## config.mk

```make
export PLATFORM = sky130hd
export DESIGN_NAME = ppfs_top
export DESIGN_NICKNAME = d
export VERILOG_FILES = /design/src/ppfs_pkg.sv /design/src/ppfs_pin_cell.sv /design/src/ppfs_top.sv
export VERILOG_INCLUDE_DIRS = /design/src
export SDC_FILE = /design/constraint.sdc
export NUM_CORES = 1
export LEC_CHECK = 0
export BUFFER_PORTS_ARGS = -buffer_cell sky130_fd_sc_hd__buf_2
export CORE_UTILIZATION = 25
export DETAILED_ROUTE_END_ITERATION = 10
export PLACE_DENSITY_LB_ADDON = 0.12
export SLEW_MARGIN = 10
export SYNTH_ARGS = -nofsm -noshare
export SYNTH_HDL_FRONTEND = slang
export SYNTH_SLANG_ARGS = --single-unit
```

## constraint.sdc

```tcl
create_clock -name ref_clk -period 1.35 [get_ports ref_clk]
set_input_delay 0 -clock ref_clk [delete_from_list [all_inputs] [get_ports ref_clk]]
set_output_delay 0 -clock ref_clk [all_outputs]
set_load 0.05 [all_outputs]
```

## src/ppfs_cfg.svh

```systemverilog
// Operation
// - port 1 bit 7 is comparator one input when all its select conditions hold
// - port 3 bit 0 follows direction unless routed; routed, it drives timer A output when enabled, else is released
// - port 3 bit 3 carries uart2 clear-to-send input or request-to-send output
// - port 3 bit 3 carries serial chip select in or out, optionally open-drain
// - port 3 bit 3 is comparator three input under its select conditions
// - port 3 bit 4 carries timer C channel 3 when routed and serial idle
// - port 3 bit 4 carries serial data in or out; open-drain needs standard mode
// - port 3 bit 4 is comparator three reference input under its conditions
// - two-wire select and enable give SCL and SDA; else channel 4 on bit 5
// - port 3 bit 5 carries serial clock in or out, optionally open-drain
// - port 3 bit 7 drives timer A output when routed there, enabled and unclaimed
// - port 4 bit 5 is irq0, uart2 receive or conversion trigger input
// - port 4 bits 6 and 7 are general ports only with oscillator pin select, crystal mode and stop mode bits clear
// - crystal mode: buffer follows oscillator stop, resistor follows feedback-off bit
// - stop mode turns buffer and feedback resistor off
// - port 6 bit 5 carries uart2 clock in or out, out optionally open-drain
// - port 6 bit 5 carries uart1 clock, else irq4 input when enabled
// - port 6 bit 6 is irq2 input, or uart2 transmit when routed and mode fits
// - pull-up only on undriven pins whose group pull-up bit is set
// - high drive only on driven pins whose group drive bit is set
`ifndef PPFS_CFG_SVH
`define PPFS_CFG_SVH

`define PPFS_NPIN 11
`define PPFS_NGRP 5

// pin positions in the pad vectors
`define PPFS_P1_7 0
`define PPFS_P3_0 1
`define PPFS_P3_3 2
`define PPFS_P3_4 3
`define PPFS_P3_5 4
`define PPFS_P3_7 5
`define PPFS_P4_5 6
`define PPFS_P4_6 7
`define PPFS_P4_7 8
`define PPFS_P6_5 9
`define PPFS_P6_6 10

// pull-up and drive groups
`define PPFS_G_P1H 0
`define PPFS_G_P3L 1
`define PPFS_G_P3H 2
`define PPFS_G_P4 3
`define PPFS_G_P6 4

// field codes
`define PPFS_TA_IO_P17 2'h1
`define PPFS_CS_IN 2'h1
`define PPFS_CS_OFF 2'h0
`define PPFS_SMD_OFF 3'h0
`define PPFS_SMD_CLK 3'h1
`define PPFS_SMD_TX_A 3'h4
`define PPFS_SMD_TX_B 3'h5
`define PPFS_SMD_TX_C 3'h6
`define PPFS_TC_CLK_P33 2'h2
`define PPFS_TC3_P34 2'h2
`define PPFS_TC4_P35 3'h2
`define PPFS_U2CK_P35 2'h1
`define PPFS_ROUTE_11 2'h3
`define PPFS_TX2_P66 3'h5

// reset values
`define PPFS_IN_IDLE 1'b1
`define PPFS_OUT_RST 1'b0
`define PPFS_OE_N_RST 1'b1

`endif

```

## src/ppfs_pkg.sv

```systemverilog
`include "ppfs_cfg.svh"
package ppfs_pkg;

    typedef struct packed {
        logic [1:0] timer_a_io_route;
        logic timer_a_out_route;
        logic timer_a_out_enable;
        logic irq1_enable;
        logic comparator1_select;
        logic [1:0] chip_select_pin_mode;
        logic chip_select_open_drain;
        logic uart2_handshake_route;
        logic [2:0] serial_mode_field;
        logic handshake_kind_select;
        logic handshake_disable;
        logic irq3_enable;
        logic comparator3_select;
        logic [1:0] timer_c_clock_route;
        logic [1:0] timer_c_ch3_route;
        logic [2:0] timer_c_ch4_route;
        logic two_wire_select;
        logic two_wire_enable;
        logic data_open_drain;
        logic bidirectional_mode;
        logic clock_open_drain;
        logic irq0_enable;
        logic [1:0] uart2_receive_route;
        logic [1:0] conversion_trigger_mode;
        logic oscillator_pin_select;
        logic crystal_mode_bit;
        logic stop_mode_bit;
        logic oscillator_stop_bit;
        logic feedback_resistor_off;
        logic [1:0] uart2_clock_route;
        logic uart2_clock_direction_bit;
        logic uart2_clock_open_drain;
        logic [1:0] uart1_clock_route;
        logic uart1_clock_direction_bit;
        logic [2:0] uart1_mode_field;
        logic irq4_enable;
        logic irq2_route;
        logic irq2_enable;
        logic [2:0] uart2_transmit_route;
        logic uart2_transmit_open_drain;
        logic [`PPFS_NGRP-1:0] pullup_group_bit;
        logic [`PPFS_NGRP-1:0] high_drive_group_bit;
    } ppfs_ctrl_t;

    // values and control strobes from the peripherals
    typedef struct packed {
        logic timer_a_out;
        logic timer_c_ch3_out;
        logic timer_c_ch3_oe;
        logic timer_c_ch4_out;
        logic timer_c_ch4_oe;
        logic serial_chip_select_out;
        logic uart2_request_to_send;
        logic sdi_in_ctl;
        logic sdi_out_ctl;
        logic serial_data_io_out;
        logic sck_in_ctl;
        logic sck_out_ctl;
        logic serial_clock_out;
        logic sdo_in_ctl;
        logic sdo_out_ctl;
        logic serial_data_out;
        logic scl_out;
        logic sda_out;
        logic uart2_clock_out;
        logic uart1_clock_out;
        logic uart2_transmit;
    } ppfs_pout_t;

    // pin levels handed to the peripherals
    typedef struct packed {
        logic timer_c_clock_in;
        logic timer_c_ch3_in;
        logic timer_c_ch4_in;
        logic serial_chip_select_in;
        logic uart2_clear_to_send;
        logic serial_data_io_in;
        logic serial_clock_in;
        logic serial_data_out_in;
        logic scl_in;
        logic sda_in;
        logic ext_irq0_input;
        logic uart2_receive;
        logic conversion_ext_trigger;
        logic ext_irq4_input;
        logic ext_irq2_input;
        logic uart2_clock_in;
        logic uart1_clock_in;
    } ppfs_pin_t;

    typedef struct packed {
        logic comparator1_input;
        logic comparator3_input;
        logic comparator3_reference;
    } ppfs_analog_t;

endpackage

```

## src/ppfs_pin_cell.sv

```systemverilog
`timescale 1ns/1ns
`include "ppfs_cfg.svh"
module ppfs_pin_cell
    import ppfs_pkg::*;
(
    input wire logic ref_clk,
    input wire logic resetn,
    input wire logic drive,
    input wire logic value,
    input wire logic open_drain,
    input wire logic pull_req,
    input wire logic high_req,
    output logic pad_out,
    output logic pad_oe_n,
    output logic pull_en,
    output logic high_drive
);
    wire logic oe_next;

    // open-drain releases the pin for a high level
    assign oe_next = drive & ~(open_drain & value);

    always_ff @(posedge ref_clk) begin
        if (!resetn) begin
            pad_out <= `PPFS_OUT_RST;
            pad_oe_n <= `PPFS_OE_N_RST;
            pull_en <= 1'b0;
            high_drive <= 1'b0;
        end else begin
            pad_out <= value & ~open_drain;
            pad_oe_n <= ~oe_next;
            pull_en <= pull_req;
            high_drive <= high_req;
        end
    end
endmodule

```

## src/ppfs_top.sv

```systemverilog
`timescale 1ns/1ns
`include "ppfs_cfg.svh"
module ppfs_top
    import ppfs_pkg::*;
(
    input wire logic ref_clk,
    input wire logic resetn,
    input wire ppfs_pkg::ppfs_ctrl_t ctrl,
    input wire ppfs_pkg::ppfs_pout_t pout,
    input wire logic [`PPFS_NPIN-1:0] pin_dir,
    input wire logic [`PPFS_NPIN-1:0] pin_data,
    input wire logic [`PPFS_NPIN-1:0] pad_in,
    output logic [`PPFS_NPIN-1:0] pad_out,
    output logic [`PPFS_NPIN-1:0] pad_oe_n,
    output logic [`PPFS_NPIN-1:0] pad_pull_en,
    output logic [`PPFS_NPIN-1:0] pad_high_drive,
    output logic [`PPFS_NPIN-1:0] gpio_in,
    output ppfs_pkg::ppfs_pin_t pin_in,
    output ppfs_pkg::ppfs_analog_t analog_sel,
    output logic osc_buffer_on,
    output logic osc_feedback_on
);
    import ppfs_pkg::*;

    function automatic logic is_tx_mode(input logic [2:0] m);
        is_tx_mode = (m == `PPFS_SMD_CLK) || (m == `PPFS_SMD_TX_A) ||
                     (m == `PPFS_SMD_TX_B) || (m == `PPFS_SMD_TX_C);
    endfunction

    function automatic int grp_of(input int p);
        if (p == `PPFS_P1_7) begin
            grp_of = `PPFS_G_P1H;
        end else if (p <= `PPFS_P3_3) begin
            grp_of = `PPFS_G_P3L;
        end else if (p <= `PPFS_P3_7) begin
            grp_of = `PPFS_G_P3H;
        end else if (p <= `PPFS_P4_7) begin
            grp_of = `PPFS_G_P4;
        end else begin
            grp_of = `PPFS_G_P6;
        end
    endfunction

    // per pin: function output, function input claim, value, open-drain, analog
    wire logic [`PPFS_NPIN-1:0] fo;
    wire logic [`PPFS_NPIN-1:0] fi;
    wire logic [`PPFS_NPIN-1:0] fv;
    wire logic [`PPFS_NPIN-1:0] fod;
    wire logic [`PPFS_NPIN-1:0] fan;
    wire logic [`PPFS_NPIN-1:0] drv;
    wire logic [`PPFS_NPIN-1:0] val;

    // port 1 bit 7
    wire logic cmp1_sel;

    // port 3 bit 0
    wire logic ta_p30;

    // port 3 bit 3
    wire logic cs_any;
    wire logic cs_in;
    wire logic cs_out;
    wire logic hs_on;
    wire logic cts_in;
    wire logic rts_out;
    wire logic tcclk_in;
    wire logic cmp3_sel;

    // port 3 bit 4
    wire logic sdi_in;
    wire logic sdi_out;
    wire logic sdi_idle;
    wire logic tc3_sel;
    wire logic tc3_out;
    wire logic cmp3_ref;

    // port 3 bit 5 and 7
    wire logic i2c_on;
    wire logic sck_in;
    wire logic sck_out;
    wire logic sck_free;
    wire logic tc4_sel;
    wire logic tc4_out;
    wire logic sdo_in;
    wire logic sdo_out;
    wire logic sdo_free;
    wire logic ta_p37;

    // port 4
    wire logic rx2_in;
    wire logic irq0_in;
    wire logic trig_in;
    wire logic osc_own;

    // port 6
    wire logic u2ck_sel;
    wire logic u2ck_in;
    wire logic u2ck_out;
    wire logic u1ck_sel;
    wire logic u1ck_in;
    wire logic u1ck_out;
    wire logic irq4_in;
    wire logic tx2_out;
    wire logic irq2_in;

    wire ppfs_pin_t pin_next;
    wire ppfs_analog_t analog_next;
    wire logic buf_next;
    wire logic fb_next;

    assign cmp1_sel = ~pin_dir[`PPFS_P1_7] &
                      (ctrl.timer_a_io_route != `PPFS_TA_IO_P17) &
                      ctrl.irq1_enable & ctrl.comparator1_select;
    assign fo[`PPFS_P1_7] = 1'b0;
    assign fi[`PPFS_P1_7] = cmp1_sel;
    assign fv[`PPFS_P1_7] = 1'b0;
    assign fod[`PPFS_P1_7] = 1'b0;
    assign fan[`PPFS_P1_7] = cmp1_sel;

    assign ta_p30 = ctrl.timer_a_out_route & ctrl.timer_a_out_enable;
    assign fo[`PPFS_P3_0] = ta_p30;
    // routed but not enabled: released rather than general port
    assign fi[`PPFS_P3_0] = ctrl.timer_a_out_route & ~ctrl.timer_a_out_enable;
    assign fv[`PPFS_P3_0] = pout.timer_a_out;
    assign fod[`PPFS_P3_0] = 1'b0;
    assign fan[`PPFS_P3_0] = 1'b0;

    // chip select wins over the others
    assign cs_any = ctrl.chip_select_pin_mode != `PPFS_CS_OFF;
    assign cs_in = ctrl.chip_select_pin_mode == `PPFS_CS_IN;
    assign cs_out = ctrl.chip_select_pin_mode[1];
    assign hs_on = ~cs_any & ctrl.uart2_handshake_route &
                   (ctrl.serial_mode_field != `PPFS_SMD_OFF) & ~ctrl.handshake_disable;
    assign cts_in = hs_on & ~ctrl.handshake_kind_select & ~pin_dir[`PPFS_P3_3];
    assign rts_out = hs_on & ctrl.handshake_kind_select;
    assign tcclk_in = ~cs_any & ~ctrl.uart2_handshake_route & ~pin_dir[`PPFS_P3_3] &
                      (ctrl.timer_c_clock_route == `PPFS_TC_CLK_P33);
    assign cmp3_sel = ~cs_any & ~ctrl.uart2_handshake_route & ~pin_dir[`PPFS_P3_3] &
                      ctrl.irq3_enable & ctrl.comparator3_select &
                      (ctrl.timer_c_clock_route != `PPFS_TC_CLK_P33);
    // chip select, then handshake, then timer clock, then comparator
    assign fo[`PPFS_P3_3] = cs_out | rts_out;
    assign fi[`PPFS_P3_3] = cs_in | cts_in | tcclk_in | cmp3_sel;
    assign fv[`PPFS_P3_3] = cs_out ? pout.serial_chip_select_out : pout.uart2_request_to_send;
    assign fod[`PPFS_P3_3] = cs_out & ctrl.chip_select_open_drain;
    assign fan[`PPFS_P3_3] = cmp3_sel;

    assign sdi_out = ~ctrl.two_wire_select & pout.sdi_out_ctl;
    assign sdi_in = ~ctrl.two_wire_select & pout.sdi_in_ctl & ~pout.sdi_out_ctl;
    assign sdi_idle = ~pout.sdi_in_ctl & ~pout.sdi_out_ctl;
    assign tc3_sel = sdi_idle & (ctrl.timer_c_ch3_route == `PPFS_TC3_P34);
    assign tc3_out = tc3_sel & pout.timer_c_ch3_oe;
    assign cmp3_ref = ~pin_dir[`PPFS_P3_4] & sdi_idle &
                      (ctrl.timer_c_ch3_route != `PPFS_TC3_P34) & ctrl.comparator3_select;
    assign fo[`PPFS_P3_4] = sdi_out | tc3_out;
    assign fi[`PPFS_P3_4] = sdi_in | tc3_sel | cmp3_ref;
    assign fv[`PPFS_P3_4] = sdi_out ? pout.serial_data_io_out : pout.timer_c_ch3_out;
    assign fod[`PPFS_P3_4] = sdi_out & ctrl.data_open_drain & ~ctrl.bidirectional_mode;
    assign fan[`PPFS_P3_4] = cmp3_ref;

    assign i2c_on = ctrl.two_wire_select & ctrl.two_wire_enable;
    assign sck_out = ~ctrl.two_wire_select & pout.sck_out_ctl;
    assign sck_in = ~ctrl.two_wire_select & pout.sck_in_ctl & ~pout.sck_out_ctl;
    assign sck_free = ctrl.two_wire_select ? ~ctrl.two_wire_enable :
                      (~pout.sck_in_ctl & ~pout.sck_out_ctl);
    // channel 4 when two-wire is off
    assign tc4_sel = sck_free & (ctrl.timer_c_ch4_route == `PPFS_TC4_P35) &
                     (ctrl.uart2_clock_route != `PPFS_U2CK_P35);
    assign tc4_out = tc4_sel & pout.timer_c_ch4_oe;
    assign fo[`PPFS_P3_5] = i2c_on | sck_out | tc4_out;
    assign fi[`PPFS_P3_5] = sck_in | tc4_sel;
    assign fv[`PPFS_P3_5] = i2c_on ? pout.scl_out :
                            sck_out ? pout.serial_clock_out : pout.timer_c_ch4_out;
    assign fod[`PPFS_P3_5] = i2c_on | (sck_out & ctrl.clock_open_drain);
    assign fan[`PPFS_P3_5] = 1'b0;

    assign sdo_out = ~ctrl.two_wire_select & pout.sdo_out_ctl;
    assign sdo_in = ~ctrl.two_wire_select & pout.sdo_in_ctl & ~pout.sdo_out_ctl;
    assign sdo_free = ctrl.two_wire_select ? ~ctrl.two_wire_enable :
                      (~pout.sdo_in_ctl & ~pout.sdo_out_ctl);
    assign ta_p37 = sdo_free & ~ctrl.timer_a_out_route & ctrl.timer_a_out_enable;
    assign fo[`PPFS_P3_7] = i2c_on | sdo_out | ta_p37;
    assign fi[`PPFS_P3_7] = sdo_in;
    assign fv[`PPFS_P3_7] = i2c_on ? pout.sda_out :
                            sdo_out ? pout.serial_data_out : pout.timer_a_out;
    assign fod[`PPFS_P3_7] = i2c_on | (sdo_out & ctrl.data_open_drain);
    assign fan[`PPFS_P3_7] = 1'b0;

    assign rx2_in = ~pin_dir[`PPFS_P4_5] & (ctrl.uart2_receive_route == `PPFS_ROUTE_11);
    assign irq0_in = ~pin_dir[`PPFS_P4_5] & ctrl.irq0_enable &
                     (ctrl.uart2_receive_route != `PPFS_ROUTE_11);
    assign trig_in = irq0_in & ctrl.conversion_trigger_mode[1];
    assign fo[`PPFS_P4_5] = 1'b0;
    assign fi[`PPFS_P4_5] = rx2_in | irq0_in;
    assign fv[`PPFS_P4_5] = 1'b0;
    assign fod[`PPFS_P4_5] = 1'b0;
    assign fan[`PPFS_P4_5] = 1'b0;

    // oscillator owns bits 6 and 7
    assign osc_own = ctrl.oscillator_pin_select | ctrl.crystal_mode_bit | ctrl.stop_mode_bit;
    assign fo[`PPFS_P4_7:`PPFS_P4_6] = 2'h0;
    assign fi[`PPFS_P4_7:`PPFS_P4_6] = {2{osc_own}};
    assign fv[`PPFS_P4_7:`PPFS_P4_6] = 2'h0;
    assign fod[`PPFS_P4_7:`PPFS_P4_6] = 2'h0;
    assign fan[`PPFS_P4_7:`PPFS_P4_6] = {2{osc_own}};
    assign buf_next = ctrl.crystal_mode_bit & ~ctrl.stop_mode_bit & ~ctrl.oscillator_stop_bit;
    assign fb_next = ctrl.crystal_mode_bit & ~ctrl.stop_mode_bit & ~ctrl.feedback_resistor_off;

    assign u2ck_sel = ctrl.uart2_clock_route == `PPFS_ROUTE_11;
    assign u2ck_in = u2ck_sel & ctrl.uart2_clock_direction_bit & ~pin_dir[`PPFS_P6_5];
    assign u2ck_out = u2ck_sel & ~ctrl.uart2_clock_direction_bit &
                      (ctrl.serial_mode_field == `PPFS_SMD_CLK);
    assign u1ck_sel = ~u2ck_sel & (ctrl.uart1_clock_route == `PPFS_ROUTE_11);
    assign u1ck_in = u1ck_sel & ctrl.uart1_clock_direction_bit & ~pin_dir[`PPFS_P6_5];
    assign u1ck_out = u1ck_sel & ~ctrl.uart1_clock_direction_bit &
                      (ctrl.uart1_mode_field == `PPFS_SMD_CLK);
    assign irq4_in = ~u2ck_sel & ~u1ck_sel & ctrl.irq4_enable & ~pin_dir[`PPFS_P6_5];
    assign fo[`PPFS_P6_5] = u2ck_out | u1ck_out;
    assign fi[`PPFS_P6_5] = u2ck_in | u1ck_in | irq4_in;
    assign fv[`PPFS_P6_5] = u2ck_out ? pout.uart2_clock_out : pout.uart1_clock_out;
    assign fod[`PPFS_P6_5] = u2ck_out & ctrl.uart2_clock_open_drain;
    assign fan[`PPFS_P6_5] = 1'b0;

    assign tx2_out = (ctrl.uart2_transmit_route == `PPFS_TX2_P66) &
                     is_tx_mode(ctrl.serial_mode_field);
    assign irq2_in = ~ctrl.irq2_route & ctrl.irq2_enable & ~pin_dir[`PPFS_P6_6] &
                     (ctrl.uart2_transmit_route != `PPFS_TX2_P66);
    assign fo[`PPFS_P6_6] = tx2_out;
    assign fi[`PPFS_P6_6] = irq2_in;
    assign fv[`PPFS_P6_6] = pout.uart2_transmit;
    assign fod[`PPFS_P6_6] = tx2_out & ctrl.uart2_transmit_open_drain;
    assign fan[`PPFS_P6_6] = 1'b0;

    // function output first, claimed input next, then port bits
    assign drv = fo | (~fi & pin_dir);
    assign val = (fo & fv) | (~fo & pin_data);

    genvar g;
    generate
        for (g = 0; g < `PPFS_NPIN; g++) begin : g_pin
            wire logic pull_req;
            wire logic high_req;
            assign pull_req = ~drv[g] & ~fan[g] & ctrl.pullup_group_bit[grp_of(g)];
            assign high_req = drv[g] & ctrl.high_drive_group_bit[grp_of(g)];
            ppfs_pin_cell u_cell (
                .ref_clk(ref_clk),
                .resetn(resetn),
                .drive(drv[g]),
                .value(val[g]),
                .open_drain(fod[g]),
                .pull_req(pull_req),
                .high_req(high_req),
                .pad_out(pad_out[g]),
                .pad_oe_n(pad_oe_n[g]),
                .pull_en(pad_pull_en[g]),
                .high_drive(pad_high_drive[g])
            );
        end
    endgenerate

    // unselected inputs read as the idle level
    assign pin_next = '{
        timer_c_clock_in: tcclk_in ? pad_in[`PPFS_P3_3] : `PPFS_IN_IDLE,
        timer_c_ch3_in: tc3_sel ? pad_in[`PPFS_P3_4] : `PPFS_IN_IDLE,
        timer_c_ch4_in: tc4_sel ? pad_in[`PPFS_P3_5] : `PPFS_IN_IDLE,
        serial_chip_select_in: cs_in ? pad_in[`PPFS_P3_3] : `PPFS_IN_IDLE,
        uart2_clear_to_send: cts_in ? pad_in[`PPFS_P3_3] : `PPFS_IN_IDLE,
        serial_data_io_in: sdi_in ? pad_in[`PPFS_P3_4] : `PPFS_IN_IDLE,
        serial_clock_in: sck_in ? pad_in[`PPFS_P3_5] : `PPFS_IN_IDLE,
        serial_data_out_in: sdo_in ? pad_in[`PPFS_P3_7] : `PPFS_IN_IDLE,
        scl_in: i2c_on ? pad_in[`PPFS_P3_5] : `PPFS_IN_IDLE,
        sda_in: i2c_on ? pad_in[`PPFS_P3_7] : `PPFS_IN_IDLE,
        ext_irq0_input: irq0_in ? pad_in[`PPFS_P4_5] : `PPFS_IN_IDLE,
        uart2_receive: rx2_in ? pad_in[`PPFS_P4_5] : `PPFS_IN_IDLE,
        conversion_ext_trigger: trig_in ? pad_in[`PPFS_P4_5] : `PPFS_IN_IDLE,
        ext_irq4_input: irq4_in ? pad_in[`PPFS_P6_5] : `PPFS_IN_IDLE,
        ext_irq2_input: irq2_in ? pad_in[`PPFS_P6_6] : `PPFS_IN_IDLE,
        uart2_clock_in: u2ck_in ? pad_in[`PPFS_P6_5] : `PPFS_IN_IDLE,
        uart1_clock_in: u1ck_in ? pad_in[`PPFS_P6_5] : `PPFS_IN_IDLE
    };

    assign analog_next = '{
        comparator1_input: cmp1_sel,
        comparator3_input: cmp3_sel,
        comparator3_reference: cmp3_ref
    };

    always_ff @(posedge ref_clk) begin
        if (!resetn) begin
            pin_in <= '{default: `PPFS_IN_IDLE};
            analog_sel <= '0;
            gpio_in <= '0;
            osc_buffer_on <= 1'b0;
            osc_feedback_on <= 1'b0;
        end else begin
            pin_in <= pin_next;
            analog_sel <= analog_next;
            gpio_in <= pad_in;
            osc_buffer_on <= buf_next;
            osc_feedback_on <= fb_next;
        end
    end
endmodule

```

# == Word level (Yosys, flattened, before mapping) ==
# Index checks and enable logic that the tools add are counted.
# totals
reg_bits,77
in_bits,122
out_inout_bits,77
word_cells,320
# classes
eq_ne,19
mux,9
bitwise,204
reduce_logical,21
# op_table
op,count
$and 1x1->1,115
$not 1->1,62
$and 11x11->11,3
$reduce_and 2->1,16
$not 11->11,2
$or 11x11->11,2
$or 1x1->1,20
$eq 3x3->1 const B,4
$eq 2x2->1 const B,5
$mux 1,9
$eq 3x1->1 const B,2
$ne 2x2->1 const B,3
$ne 2x1->1 const B,2
$eq 3x2->1 const B,1
$logic_or 1x1->1,3
$ne 3x3->1 const B,1
$reduce_bool 3->1,1
$eq 2x1->1 const B,1
$reduce_bool 2->1,1

# == Logic depth before layout (Yosys ltp) ==
# depth
word_depth,16
ltp_mapped,6
ltp_nobuf,4

# == Modules after synthesis ==
# A second synthesis with hierarchy kept.
# hier_totals
cells_unflattened,301
hier_area_um2,2914.0
# by_module_without_submodules
mod,instances,cells_each,area_each_um2,seq_area_each_um2
ppfs_top,1,202,1675.4,660.6
ppfs_pin_cell,11,9,112.6,80.1

# == Worst setup path after synthesis ==
# Ideal clock, no wire load.
# synth_timing
kind,input port to flip-flop
start,input ctrl[41] in the netlist's numbering
end,register g_pin[5].u_cell.pad_oe_n
setup_time_ns,0.073
arrival_ns,1.048
required_time_ns,1.277
slack_ns,0.228
path_stages,6
n_path_buf,2
cell_sequence,buf_6 -> and2_4 -> buf_6 -> or3_4 -> o21a_1 -> o211ai_2
# synth_via
elab_chain_cells,11
elab_cells_between_ends,25
cone_classes,mux (3); bitwise (22)
# synth_rtl
item,line,text
"start, declared",ppfs_top.sv:8,"input wire ppfs_pkg::ppfs_ctrl_t ctrl,"
$mux 1 / $not 1->1 (equally long branches),"ppfs_top.sv:179, ppfs_top.sv:177, ppfs_top.sv:178",
"$and 1x1->1, on equally long branches","ppfs_top.sv:181, ppfs_top.sv:177",
$and 1x1->1 / $or 1x1->1 (equally long branches),"ppfs_top.sv:181, ppfs_top.sv:182",
$or 1x1->1,ppfs_top.sv:182,assign fo[`PPFS_P3_7] = i2c_on | sdo_out | ta_p37;
$not 11->11,ppfs_top.sv:236,assign val = (fo & fv) | (~fo & pin_data);
$and 11x11->11,ppfs_top.sv:236,
$or 11x11->11,ppfs_top.sv:236,
$and 1x1->1,ppfs_pin_cell.sv:21,assign oe_next = drive & ~(open_drain & value);
$not 1->1,ppfs_pin_cell.sv:21,
$and 1x1->1 *,ppfs_pin_cell.sv:21,
$not 1->1 *,ppfs_pin_cell.sv:31,pad_oe_n <= ~oe_next;
"end signal, assigned",ppfs_pin_cell.sv:26,pad_oe_n <= `PPFS_OE_N_RST;
"end signal, assigned",ppfs_pin_cell.sv:31,
"end, declared",ppfs_pin_cell.sv:14,"output logic pad_oe_n,"
# Mark *: on every way between the ends. The rest lies on a longest branch, timed or not.
# A chain may end at the register's enable or synchronous reset.

# == Worst setup path in the final report ==
# layout_timing
start,input pout[13] in the netlist's numbering
end,register pin_in[15] in the netlist's numbering
# layout_via
elab_chain_cells,4
# layout_rtl
item,line,text
"start, declared",ppfs_top.sv:9,"input wire ppfs_pkg::ppfs_pout_t pout,"
$not 1->1,ppfs_top.sv:150,assign sdi_idle = ~pout.sdi_in_ctl & ~pout.sdi_out_ctl;
$and 1x1->1,ppfs_top.sv:150,
$and 1x1->1,ppfs_top.sv:151,assign tc3_sel = sdi_idle & (ctrl.timer_c_ch3_route == `PPFS_TC3_P34);
$reduce_and 2->1 (no line),--,
"end signal, assigned",ppfs_top.sv:296,pin_in <= pin_next;
"end, declared",ppfs_top.sv:18,"output ppfs_pkg::ppfs_pin_t pin_in,"
# Every way passes these cells.

==> results by group <==
STA
  – Fin crit share: 94.5%
  – Final worst path period need: 1.28 ns
  – Relative slew slack: 62.8%
  – Final Setup Violations: 0
  – Unrepaired setup endpoints after global routing: false
  – Worst-case hold slack: -0.0304 ns
  – Fmax: 784 MHz
  – Max Slew Vio Count: 0
  – Final count of hold timing violations: 1
  – Worst-Margin Slew: 0.553 ns
  – Sum Neg Setup Slack: 0 ns

Logic synthesis
  – Yosys cell types: 43
  – Syn_area_per_cell: 9.69 sq um
  – Most used flip-flop cell after synthesis: dfxtp_1
  – Synth Warn #: 0
  – EDFF count, synth: 0
  – Synth Cell Area: 3030 sq um
  – Number of synthesized register bits: 77
  – Post-synth ARST share: 0%
  – Syn_nets: 435
  – Synth top area share: 50.8%
  – Register area share after synthesis: 50.8%
  – Post-synthesis cell count: 313
  – Yosys top cell by area: dfxtp_1
  – Synth top area cells: dfxtp_1 (51%), buf_4 (11%), and2_1 (4.1%), mux2i_1 (3.3%), nand2_1 (3.2%)
  – Most common cell in the synthesized netlist: dfxtp_1
  – Most frequent cells after synthesis: dfxtp_1 (77), buf_4 (44), nand2_1 (26)

Worst setup path
  – Critical path class: primary input to flop
  – Crit path DAT: 1.49 ns
  – Launching element type of the critical path: primary input
  – Max Fanout on Critical Path: 3
  – Crit end category: flop
  – Critical Path RT: 1.57 ns

Routing
  – Routed vias: 3083
  – Detail Route met3 WL: 557 um
  – M1 WL: 3710 um
  – Pre-Repair DR Iteration Count: 7
  – Top Layer Used: met4
  – Drc violations: 11
  – Routed Antenna Nets: 0
  – Via-to-Cell Ratio: 4.28
  – Initial drt markers: 126
  – WL met2: 4590 um
  – Final WL: 9120 um
  – Drt wl/cell: 12.6 um

Clock tree
  – CTS clk-pin slew, worst paths: 0.06 ns
  – CTS Buffer Depth: 2
  – CTS Buf Count: 9
  – CTS root buffer: clkbuf_16
  – H-tree levels: 3
  – Post-CTS Setup Bufs: 0
  – TritonCTS clock tree: built
  – TritonCTS sink count: 77

GRT
  – Largest net degree at the start of global routing: 16
  – Vias in the first global route: 3140
  – GRT Resource Usage Total: 14.8%
  – Initial antenna violation count: 0
  – GRT overflow: 0
  – First-pass GRT wire length: 14500 um

Floorplan
  – Num rows: 39
  – Initial Util: 26.1%
  – Height of the die: 112 um
  – Core Region: 11600 sq um
  – Die area: 12600 sq um
  – Top Ports: 199
  – Die W: 112 um

Pwr
  – Leakage: 0.00247 uW
  – Peak VDD IR: 0.442 mV
  – PD cells: 1160 nW/um^2
  – Total Power: 6040 uW

Place
  – RD Place Congestion: 0.759
  – IO buf count: 197
  – Detailed Place HPWL: 6610 um

Job
  – Max Cap Viol: 0

Layout
  – Layout cells sized above 1: 39.8%
  – Nets@finish: 696
  – Number of inserted diodes: 0
  – Syn-to-layout area delta: 70.8%

Min path
  – Worst hold path type: primary input to flop

Status
  – Status: complete, but fails checks
  – Failing checks: DRC, hold timing
## routing by layer
| metal | vias up | track usage [%] |
|---|---|---|
| met5 | - | 0 |
| met4 | 0 | 8.98 |
| met3 | 20 | 3.56 |
| met2 | 116 | 26.0 |
| met1 | 1407 | 16.3 |
| li1 | 1540 | - |
## through the flow
step,worst slack [ns],instance area [sq um],utilization (%),cells,hold slack [ns]
after floorplan,0.228,3030,-,313,0.0619
after global placement,0.134,3880,33.4,609,0.161
after detailed placement,0.143,3880,33.4,609,0.158
after CTS,0.0634,5180,44.6,722,0.00224
after global routing,0.00481,5180,44.6,721,0.0114
final,0.0744,5180,44.6,721,-0.0304
## critical path, cell delays in order
cell	delay, ns
dlygate4sd3_1	0.54
buf_2	0.14
nor2_2	0.14
nand4b_1	0.11
dlygate4sd3_1	0.56
## logic make-up (layout without fill, tap and decap cells)
family / count (synthesis) / in the layout / share of synthesized area [%]
compound gates: 27 / 27 / 5.81
buf+inv: 58 / 323 / 13.2
flops: 77 / 77 / 50.8
simple gates: 140 / 140 / 26.6
mux: 11 / 11 / 3.67
## final cells by class
cell class                      instances  area [sq um]
Multi-Input combinational cell        178          1110
Fill cell                            1174          6430
Inverter                                6          22.5
Sequential cell                        77          1540
Clock buffer                           10           239
Tap cell                              143           179
Timing Repair Buffer                  302          2020
Clock inverter                          5          75.1
## power breakdown
| part | total (uW) | internal [uW] | switching (uW) |
|---|---|---|---|
| clock | 2540 | 1650 | 895 |
| sequential | 2390 | 2370 | 20.5 |
| combinational | 1110 | 474 | 632 |
| total | 6040 | 4490 | 1550 |
## worst paths after layout
check,startpoint,slack (ns),cells past startpoint,to
max,pout[13],0.07,5,pin_in[15]$_SDFF_PN1_
min,ctrl[14],-0.03,4,pin_in[2]$_SDFF_PN1_
## placed cells by master, fill, tap and decap left out, types with 6 or more instances in the layout
cell type and instances:
a21oi_1 6, dfxtp_1 77, nand2b_1 6, nand3_1 17
dlygate4sd3_1 97, clkbuf_16 9, nor3b_1 6, buf_4 8
o21ai_0 6, and2_1 20, nor2b_1 9, nand3b_1 6
nor2_1 14, buf_2 197, nand2_1 26, and3_1 7
mux2i_1 10, inv_1 6
## sequential cells by signal, summed over array words and instances, names as in the netlist
| signal | cells |
|---|---|
| pin_in | 17 |
| g_pin.u_cell.high_drive | 11 |
| g_pin.u_cell.pad_oe_n | 11 |
| g_pin.u_cell.pad_out | 11 |
| g_pin.u_cell.pull_en | 11 |
| gpio_in | 11 |
| analog_sel | 3 |
| osc_buffer_on | 1 |
| osc_feedback_on | 1 |
## repair_timing
action | 4_1_cts | 5_1_grt
gates resized for setup | 0 | 4
endpoints found under the setup margin | 0 | 5
hold buffers | 98 | 0
hold endpoints to repair | 70 | 0
Power figures use the tool's default switching activity.
